--- src/flag_readout_pkg.sv ---
// constants and types shared by the flag readout design
package flag_readout_pkg;
    // serial frame layout
    localparam int FRAME_BITS   = 16;
    localparam int CNT_W        = 5;
    localparam int BYTE_W       = 8;
    // kind field values (frame bits 15:14)
    localparam logic [1:0] KIND_FLAGS = 2'h3;
    localparam logic [1:0] KIND_LIVE  = 2'h0;
    // group addresses (frame bits 13:9)
    localparam logic [4:0] GRP_REGULATOR = 5'h0F;
    localparam logic [4:0] GRP_BUS_XCVR  = 5'h10;
    localparam logic [4:0] GRP_IO_SUPV   = 5'h11;
    // two bytes per group, byte index = group slot * 2 + byte select
    localparam int NUM_GROUPS   = 3;
    localparam int NUM_BYTES    = NUM_GROUPS * 2;
    localparam int IDX_W        = 3;
    localparam logic [IDX_W-1:0] IDX_REGULATOR = 3'h0;
    localparam logic [IDX_W-1:0] IDX_BUS_XCVR  = 3'h2;
    localparam logic [IDX_W-1:0] IDX_IO_SUPV   = 3'h4;
    // reset and idle values, full frame bit count and counter ceiling
    localparam logic [BYTE_W-1:0] BYTE_ZERO  = 8'h00;
    localparam logic [FRAME_BITS-1:0] WORD_ZERO = 16'h0000;
    localparam logic [CNT_W-1:0] CNT_ZERO   = 5'h00;
    localparam logic [CNT_W-1:0] CNT_FULL   = 5'h10;
    localparam logic [CNT_W-1:0] CNT_MAX    = 5'h1F;

    // received command word, most significant field first
    typedef struct packed {
        logic [1:0] kind;      // bits 15:14
        logic [4:0] group;     // bits 13:9
        logic       marker;    // bit 8, always one, not parity
        logic       byte_sel;  // bit 7
        logic [6:0] pad;       // bits 6:0, sent as zero
    } read_cmd_t;

    typedef logic [NUM_BYTES-1:0][BYTE_W-1:0] byte_bank_t;
endpackage

--- src/sticky_flag_byte.sv ---
// one byte of latched failure flags with clear on read
`timescale 1ns/1ps
`default_nettype none
module sticky_flag_byte #(
    parameter int WIDTH = 8
) (
    input  wire logic             ref_clk_in,  // system clock
    input  wire logic             reset_in,    // sync reset, high
    input  wire logic [WIDTH-1:0] fault_in,    // live fault levels
    input  wire logic             clear_in,    // read of this byte
    output logic      [WIDTH-1:0] flags_out    // latched flags
);
    logic [WIDTH-1:0] flags_reg;
    logic [WIDTH-1:0] flags_next;

    // a present fault always sets, so a clear only drops recovered bits
    always_comb begin
        flags_next = fault_in | (flags_reg & ~{WIDTH{clear_in}});
    end

    // latch the flags
    always_ff @(posedge ref_clk_in) begin
        if (reset_in) begin
            flags_reg <= '0;
        end else begin
            flags_reg <= flags_next;
        end
    end

    assign flags_out = flags_reg;
endmodule
`default_nettype wire

--- src/spi_flag_status_readout.sv ---
// serial read frames returning latched flags or live status bytes
//
// How it works
// - kind 11 reads latched flag bank
// - kind 00 reads live status bank
// - frame bits 13 to 9 address group
// - no parity check on read frames
// - flags latch; read clears only recovered
// - upper response byte is device status
// - lower response byte is previous frame's answer
// - transceiver flags at group 1_0000
`timescale 1ns/1ps
`default_nettype none
module spi_flag_status_readout (
    input  wire logic                           ref_clk_in,   // 125 MHz
    input  wire logic                           reset_in,     // sync, high
    input  wire logic                           sclk_in,      // serial clock
    input  wire logic                           cs_n_in,      // select, low
    input  wire logic                           mosi_in,      // host data
    output logic                                miso_out,     // device data
    output logic                                miso_oe_out,  // miso drive
    input  wire logic [flag_readout_pkg::BYTE_W-1:0]
                                                status_in,    // status byte
    input  wire flag_readout_pkg::byte_bank_t   fault_in,     // fault levels
    input  wire flag_readout_pkg::byte_bank_t   live_in,      // live status
    output flag_readout_pkg::byte_bank_t        flags_out     // latched flags
);
    import flag_readout_pkg::*;

    logic                  sclk_reg;
    logic                  cs_n_reg;
    logic [CNT_W-1:0]      bit_cnt_reg;
    logic [FRAME_BITS-1:0] rx_reg;
    logic [FRAME_BITS-1:0] tx_reg;
    logic [BYTE_W-1:0]     resp_reg;
    logic [NUM_BYTES-1:0]  clear_reg;
    logic                  miso_reg;
    logic                  miso_oe_reg;
    read_cmd_t             cmd;
    logic                  sclk_rise;
    logic                  sclk_fall;
    logic                  frame_start;
    logic                  frame_end;
    logic                  frame_ok;
    logic                  grp_hit;
    logic [IDX_W-1:0]      sel_idx;
    logic [BYTE_W-1:0]     resp_next;
    logic [NUM_BYTES-1:0]  clear_next;

    // edge detection on the sampled serial pins
    assign sclk_rise   = sclk_in & ~sclk_reg & ~cs_n_in;
    assign sclk_fall   = ~sclk_in & sclk_reg & ~cs_n_in;
    assign frame_start = cs_n_reg & ~cs_n_in;
    assign frame_end   = ~cs_n_reg & cs_n_in;
    assign frame_ok    = frame_end && (bit_cnt_reg == CNT_FULL);
    assign cmd         = read_cmd_t'(rx_reg);

    // previous pin levels
    always_ff @(posedge ref_clk_in) begin
        if (reset_in) begin
            sclk_reg <= 1'b0;
            cs_n_reg <= 1'b1;
        end else begin
            sclk_reg <= sclk_in;
            cs_n_reg <= cs_n_in;
        end
    end

    // shift in the command on rising serial clock, count the bits
    always_ff @(posedge ref_clk_in) begin
        if (reset_in) begin
            rx_reg      <= WORD_ZERO;
            bit_cnt_reg <= CNT_ZERO;
        end else if (frame_start) begin
            bit_cnt_reg <= CNT_ZERO;
        end else if (sclk_rise) begin
            rx_reg <= {rx_reg[FRAME_BITS-2:0], mosi_in};
            if (bit_cnt_reg != CNT_MAX) begin
                bit_cnt_reg <= bit_cnt_reg + 5'h01;
            end
        end
    end

    // group decode; marker bit 8 is never checked as parity
    always_comb begin
        grp_hit = 1'b1;
        sel_idx = IDX_REGULATOR;
        case (cmd.group)
            GRP_REGULATOR: sel_idx = IDX_REGULATOR;
            GRP_BUS_XCVR:  sel_idx = IDX_BUS_XCVR;
            GRP_IO_SUPV:   sel_idx = IDX_IO_SUPV;
            default:       grp_hit = 1'b0;
        endcase
        sel_idx = sel_idx | {2'h0, cmd.byte_sel};
    end

    // pick the answer byte and the flag byte to clear
    always_comb begin
        resp_next  = BYTE_ZERO;
        clear_next = '0;
        if (grp_hit && cmd.kind == KIND_FLAGS) begin
            resp_next           = flags_out[sel_idx];
            clear_next[sel_idx] = 1'b1;
        end else if (grp_hit && cmd.kind == KIND_LIVE) begin
            resp_next = live_in[sel_idx];
        end
    end

    // answer and clear pulse are settled at the end of a whole frame
    always_ff @(posedge ref_clk_in) begin
        if (reset_in) begin
            resp_reg  <= BYTE_ZERO;
            clear_reg <= '0;
        end else if (frame_ok) begin
            resp_reg  <= resp_next;
            clear_reg <= clear_next;
        end else begin
            clear_reg <= '0;
        end
    end

    // shift out status then answer, msb first, on falling serial clock
    always_ff @(posedge ref_clk_in) begin
        if (reset_in) begin
            tx_reg      <= WORD_ZERO;
            miso_reg    <= 1'b0;
            miso_oe_reg <= 1'b0;
        end else if (frame_start) begin
            tx_reg      <= {status_in, resp_reg};
            miso_reg    <= status_in[BYTE_W-1];
            miso_oe_reg <= 1'b1;
        end else if (frame_end) begin
            miso_oe_reg <= 1'b0;
        end else if (sclk_fall) begin
            tx_reg   <= {tx_reg[FRAME_BITS-2:0], 1'b0};
            miso_reg <= tx_reg[FRAME_BITS-2];
        end
    end

    assign miso_out    = miso_reg;
    assign miso_oe_out = miso_oe_reg;

    // latched flag bytes, one per entry
    genvar gi;
    generate
        for (gi = 0; gi < NUM_BYTES; gi++) begin : g_flags
            sticky_flag_byte #(
                .WIDTH (BYTE_W)
            ) u_flag (
                .ref_clk_in (ref_clk_in),
                .reset_in   (reset_in),
                .fault_in   (fault_in[gi]),
                .clear_in   (clear_reg[gi]),
                .flags_out  (flags_out[gi])
            );
        end
    endgenerate

    byte_bank_t clr_mask;
    always_comb begin
        for (int i = 0; i < NUM_BYTES; i++) begin
            clr_mask[i] = {BYTE_W{clear_reg[i]}};
        end
    end
endmodule
`default_nettype wire

--- config.mk ---
export PLATFORM = sky130hd
export DESIGN_NAME = spi_flag_status_readout
export DESIGN_NICKNAME = d
export VERILOG_FILES = /design/src/flag_readout_pkg.sv /design/src/sticky_flag_byte.sv /design/src/spi_flag_status_readout.sv
export SDC_FILE = /design/constraint.sdc
export NUM_CORES = 1
export LEC_CHECK = 0
export ABC_CLOCK_PERIOD_IN_PS = 2990
export BUFFER_PORTS_ARGS = -buffer_cell sky130_fd_sc_hd__buf_2
export CAP_MARGIN = 40
export CORE_ASPECT_RATIO = 1.4
export CORE_MARGIN = 2
export CORE_UTILIZATION = 39
export CTS_BUF_LIST = sky130_fd_sc_hd__clkbuf_8 sky130_fd_sc_hd__clkbuf_16
export DETAILED_ROUTE_END_ITERATION = 10
export PLACE_DENSITY = 0.66
export SYNTH_ARGS = -nofsm -noshare
export SYNTH_HDL_FRONTEND = slang
export SYNTH_SLANG_ARGS = --single-unit
--- constraint.sdc ---
create_clock -name ref_clk_in -period 2.99 [get_ports ref_clk_in]
set_clock_uncertainty 0.15 [all_clocks]
set_input_delay 0.299 -clock ref_clk_in [delete_from_list [all_inputs] [get_ports ref_clk_in]]
set_output_delay 0.299 -clock ref_clk_in [all_outputs]
set_load 0.05 [all_outputs]
=== After elaboration in Yosys (flattened, before gate mapping) ===
Cells that the tools add are included.
Widths: inputs -> output; s select.

* Bits in registers: 102
* Bits in latches: 0
* RAM bits: 0
* ROM bits: 0
* Input port bits: 109
* Output and inout port bits: 50
* Logic and storage cells: 88
* Memories kept: 0

* $add $sub $neg: 1
* $mul: 0
* Div/mod/pow operators: 0
* Order comparisons: 2
* Equality and inequality tests: 7
* Shift-type cells: 0
* Muxes and demuxes: 18
* Bitwise operators: 32
* Reduce and logical (&&, ||, !) cells: 13

{| class="wikitable"
|+ Operators by type and width
! cell !! count
|-
| $and 8x8->8 || 6
|-
| $bmux 8 s3 || 2
|-
| $not 8->8 || 6
|-
| $or 8x8->8 || 6
|-
| $mux 15 || 3
|-
| $mux 8 || 4
|-
| $eq 5x5->1 const B || 3
|-
| $mux 1 || 7
|-
| $not 1->1 || 7
|-
| $and 1x1->1 || 6
|-
| $pmux 3 s2 || 1
|-
| $reduce_and 2->1 || 3
|-
| $reduce_or 3->1 || 2
|-
| $add 5x1->5 const B || 1
|-
| $eq 5x4->1 const B || 1
|-
| $ne 5x5->1 const B || 1
|-
| $logic_and 1x1->1 || 4
|-
| $lt 3x4->1 const B || 1
|-
| $reduce_bool 2->1 || 2
|-
| $demux 1 s3 || 1
|-
| $ge 3x1->1 const B || 1
|-
| $or 3x1->3 || 1
|-
| $eq 2x2->1 const B || 1
|-
| $logic_not 2->1 || 1
|-
| other kinds (2) || 2
|}

=== Longest topological paths before layout ===
* Word-level depth: 7
* Mapped depth: 9
* Gate-level depth less buffers: 7

=== Cells and area by module ===
A second synthesis with hierarchy kept.

* Cells, all modules: 501
* Area total of the unflattened synthesis: 4814.6 µm²

{| class="wikitable"
|+ By module, submodules not included
! module !! instances !! cells each !! area each (µm²) !! seq. area each (µm²)
|-
| spi_flag_status_readout || 1 || 303 || 2990.4 || 1081.0
|-
| sticky_flag_byte || 6 || 33 || 304.0 || 160.2
|}

=== Least setup slack after synthesis ===
OpenSTA, ideal clock, no wires.

* Path kind: register to register
* Start point: register bit_cnt_reg[0]
* End point: register bit_cnt_reg[3]
* Setup time: 0.078 ns
* Arrival: 1.792 ns
* Data required time: 2.762 ns
* Setup slack: 0.969 ns
* Stages on the path, launching flop included: 8
* Buffers on the path: 0
* Clock period less this slack: 2.021 ns
* Cells stage by stage: dfxtp_1 > ha_1 > and3_1 > ha_1 > nor4b_2 > nand4_1 > xor2_1 > nor3_1

* Cells in the longest elaborated chain, start to end: 2
* Elaborated cells between the ends (all ways): 3
* Those cells by class: add/sub (1); eq/ne (1); reduce/logical (1)

{| class="wikitable"
|+ RTL lines
! what !! line !! text
|-
| from (decl) || spi_flag_status_readout.sv:32 || <nowiki>logic [CNT_W-1:0] bit_cnt_reg;</nowiki>
|-
| from (signal assigned) || spi_flag_status_readout.sv:79 || <nowiki>bit_cnt_reg <= bit_cnt_reg + 5'h01;</nowiki>
|-
| parallel branches: the longest is 2 deep, another holds $add 5x1->5 || -- ||
|}

Several ways; the timed one is not identified.
A chain may end at the register's enable or synchronous reset.

=== Final worst setup path ===
Ends and elaborated chain as after synthesis.

==> results.json <==
{
  "crit_chain": "ha_1 -> and3_1 -> ha_1 -> nor4b_2 -> nand4_1 -> xor2_1 -> nor3_1",
  "synthAdderAreaFrac": 0.01397,
  "critPathLaunchType": "register",
  "gp_congestion": 0.8096,
  "root_buffer": "clkbuf_16",
  "setup_violations": 0,
  "drt_iter0_drc": 175,
  "yosys.area.top_type_share": 0.4561,
  "worstReg2RegStart": "bit_cnt_reg[0]",
  "critPathCaptureType": "register",
  "synth_top_family_by_area": "multiplexers",
  "synth_simple_gate_area_frac": 0.1523,
  "synth_edf_count": 0,
  "critical_path_class": "register to register",
  "max_freq_mhz": 446.8,
  "num_vias": 4062,
  "core-area_sq_um": 11280,
  "area_growth_syn_to_layout_pct": 28.73,
  "ys_seq_area_frac": 0.4561,
  "cts_resized": 0,
  "antenna_found_initial": 0,
  "post-route-util": 0.5109,
  "postCtsSetupBuffers": 0,
  "die_h_um": 130.8,
  "synthCells": 464,
  "critPathArrivalTime_ps": 2360,
  "synth_nets": 578,
  "r2r_cells": 7,
  "met1_usage": 0.2331,
  "ys_types": 40,
  "grt_overflow_total": 0,
  "start_util": 0.3969,
  "met3_usage": 0.04874,
  "synth-compound-area-share": 0.1456,
  "grt_pass1_vias": 4020,
  "nets": 741,
  "powerDensity_nw_per_um2": 550.1,
  "num_rows": 46,
  "synth_area_leaders": "dfxtp_1 (46%), a21oi_1 (8.3%), mux2i_1 (7.4%)",
  "h-tree-depth": 3,
  "clockBufferDepth": 2,
  "async_flop_share": 0,
  "drv_cap": 0,
  "die-area_sq_um": 12360,
  "rsz0062_at_grt": "no",
  "drt-total-wl_mm": 12.63,
  "ys.flop_type": "dfxtp_1",
  "stdcell_area_sq_um": 5763,
  "clk_pin_slew_worst_paths_ps": 70,
  "largest_register_ffs": 48,
  "timing.final.crit_share": 0.7486,
  "yosysWarnings": 0,
  "met2_usage": 0.3618,
  "syn-cell-area_sq_um": 4477,
  "cts_sinks": 102,
  "via_per_inst": 5.228,
  "fin_tns_setup_ps": 0,
  "drc": 0,
  "antenna_left": 0,
  "port-buffer-count": 158,
  "yosysTopAreaCell": "dfxtp_1",
  "first_pass_iters": 4,
  "peakVddDrop_v": 0.0003849,
  "synth_xor_area_frac": 0.005869,
  "power_leakage_nw": 2.450,
  "synth-seq-cells": 102,
  "clk_latency_ps": 350,
  "critPathLaunch": "bit_cnt_reg[0]",
  "critPathSlowestCell": "nor4b_2",
  "fin_crit_ps": 2238,
  "cp.required_ps": 3110,
  "grt_pass1_wl_mm": 19.75,
  "synth.avg_cell_area_sq_um": 9.648,
  "top_usage_layer": "met2",
  "cts_buffers": 9,
  "cts_tree": "done",
  "slew_headroom": 0.5097,
  "max_slew.worst_pin.slew_ps": 732.4,
  "grt_util_all_layers": 0.2080,
  "dpl.hpwl_mm": 9.274,
  "hold_slack_ps": 9.731,
  "io_pins": 159,
  "cp_common_cell": "ha_1",
  "grt_max_degree": 43,
  "synth_mux_area_frac": 0.1635,
  "crit_end": "bit_cnt_reg[3]",
  "die_w_um": 94.55,
  "max_stage_delay_ps": 600,
  "r2r_setup_slack_ps": 750,
  "hp-class": "input port to register",
  "cp_max_fo": 6,
  "drive_above_1_share": 0.3085,
  "maxSlewViolCount": 0,
  "hold_viol_final": 0,
  "status": "finished, final reports clean",
  "fillers": 1094,
  "rr_endpoint": "bit_cnt_reg[3]",
  "hold_buffers": 17,
  "place_area_sq_um": 5283,
  "routedWlPerCell_um": 16.25
}
-- worst max-delay path: cells and delay by family, from the launching register on --
family	cells	cell delay, ps
XOR/XNOR	1	180
adder cells (fa/ha/maj)	2	410
flip-flops	1	350
AND/OR/NAND/NOR	4	1100
-- where the power goes --
group | leakage, nW | internal [mW] | switching (mW)
combinational | 1.46 | 0.177 | 0.309
sequential | 0.842 | 1.43 | 0.0508
clock | 0.144 | 0.661 | 0.547
total | 2.45 | 2.26 | 0.907
-- logic make-up after synthesis --
kind of cell / count (synthesis)
xor+xnor: 3
buf+inv: 43
mux: 49
flops: 102
fa+ha+maj: 5
compound gates: 114
simple gates: 148
-- per-stage QoR --
step	power [mW]	setup slack (ps)	std cells
finish	3.170	751.7	777
global route	3.292	596.7	776
CTS	3.196	758.3	776
detailed placement	1.978	753.6	743
global placement	1.970	816.5	743
floorplan	1.815	969.4	464
-- per-layer routing --
metal  vias to the layer above  routed length [um]
met2                       152                6542
met4                         0                 463
met1                      1887                4920
li1                       1985                   -
met3                        38                 700
met5                         -                   0
-- cell usage in the layout, fill, tap and decap left out, drive strengths merged, types with 15 or more instances in the layout --
| master | count |
|---|---|
| buf | 165 |
| dfxtp | 102 |
| nor2 | 78 |
| a21oi | 75 |
| nand2 | 34 |
| mux2i | 33 |
| a211oi | 23 |
| dlygate4sd3 | 17 |
| mux4 | 16 |
| inv | 15 |
-- synthesized netlist by cell type (3+ instances only) --
library cell  instances
dfxtp_1             102
nor2_1               77
a21oi_1              74
nand2_1              34
mux2i_1              33
a211oi_1             23
inv_1                12
mux4_1               11
and3_1               10
clkbuf_1             10
nor3_1                9
a31oi_1               8
o22ai_1               8
buf_2                 6
clkbuf_8              5
ha_1                  5
mux4_2                5
and4_1                3
-- worst min-delay path by stage --
stage           startpoint                             end  cells after the start
3_3_place_gp        cmd[4]                          cmd[5]                      2
6_report       fault_in[8]  g_flags[1].u_flag.flags_out[0]                      3
3_5_place_dp        cmd[2]                          cmd[3]                      2
4_1_cts        fault_in[8]  g_flags[1].u_flag.flags_out[0]                      3
2_1_floorplan      cs_n_in                        cs_n_reg                      1
5_1_grt        fault_in[9]  g_flags[1].u_flag.flags_out[1]                      3
-- cell type report --
type	count	area [sq um]	share of cell area
Timing Repair Buffer	182	1026	0.1780
Multi-Input combinational cell	319	2155	0.3739
Antenna cell	1	2.502	0.0004342
Sequential cell	102	2043	0.3545
Tap cell	144	180.2	0.03126
Clock buffer	9	225.2	0.03908
Clock inverter	7	82.58	0.01433
Inverter	13	48.80	0.008467
Power figures use the tool's default switching activity.
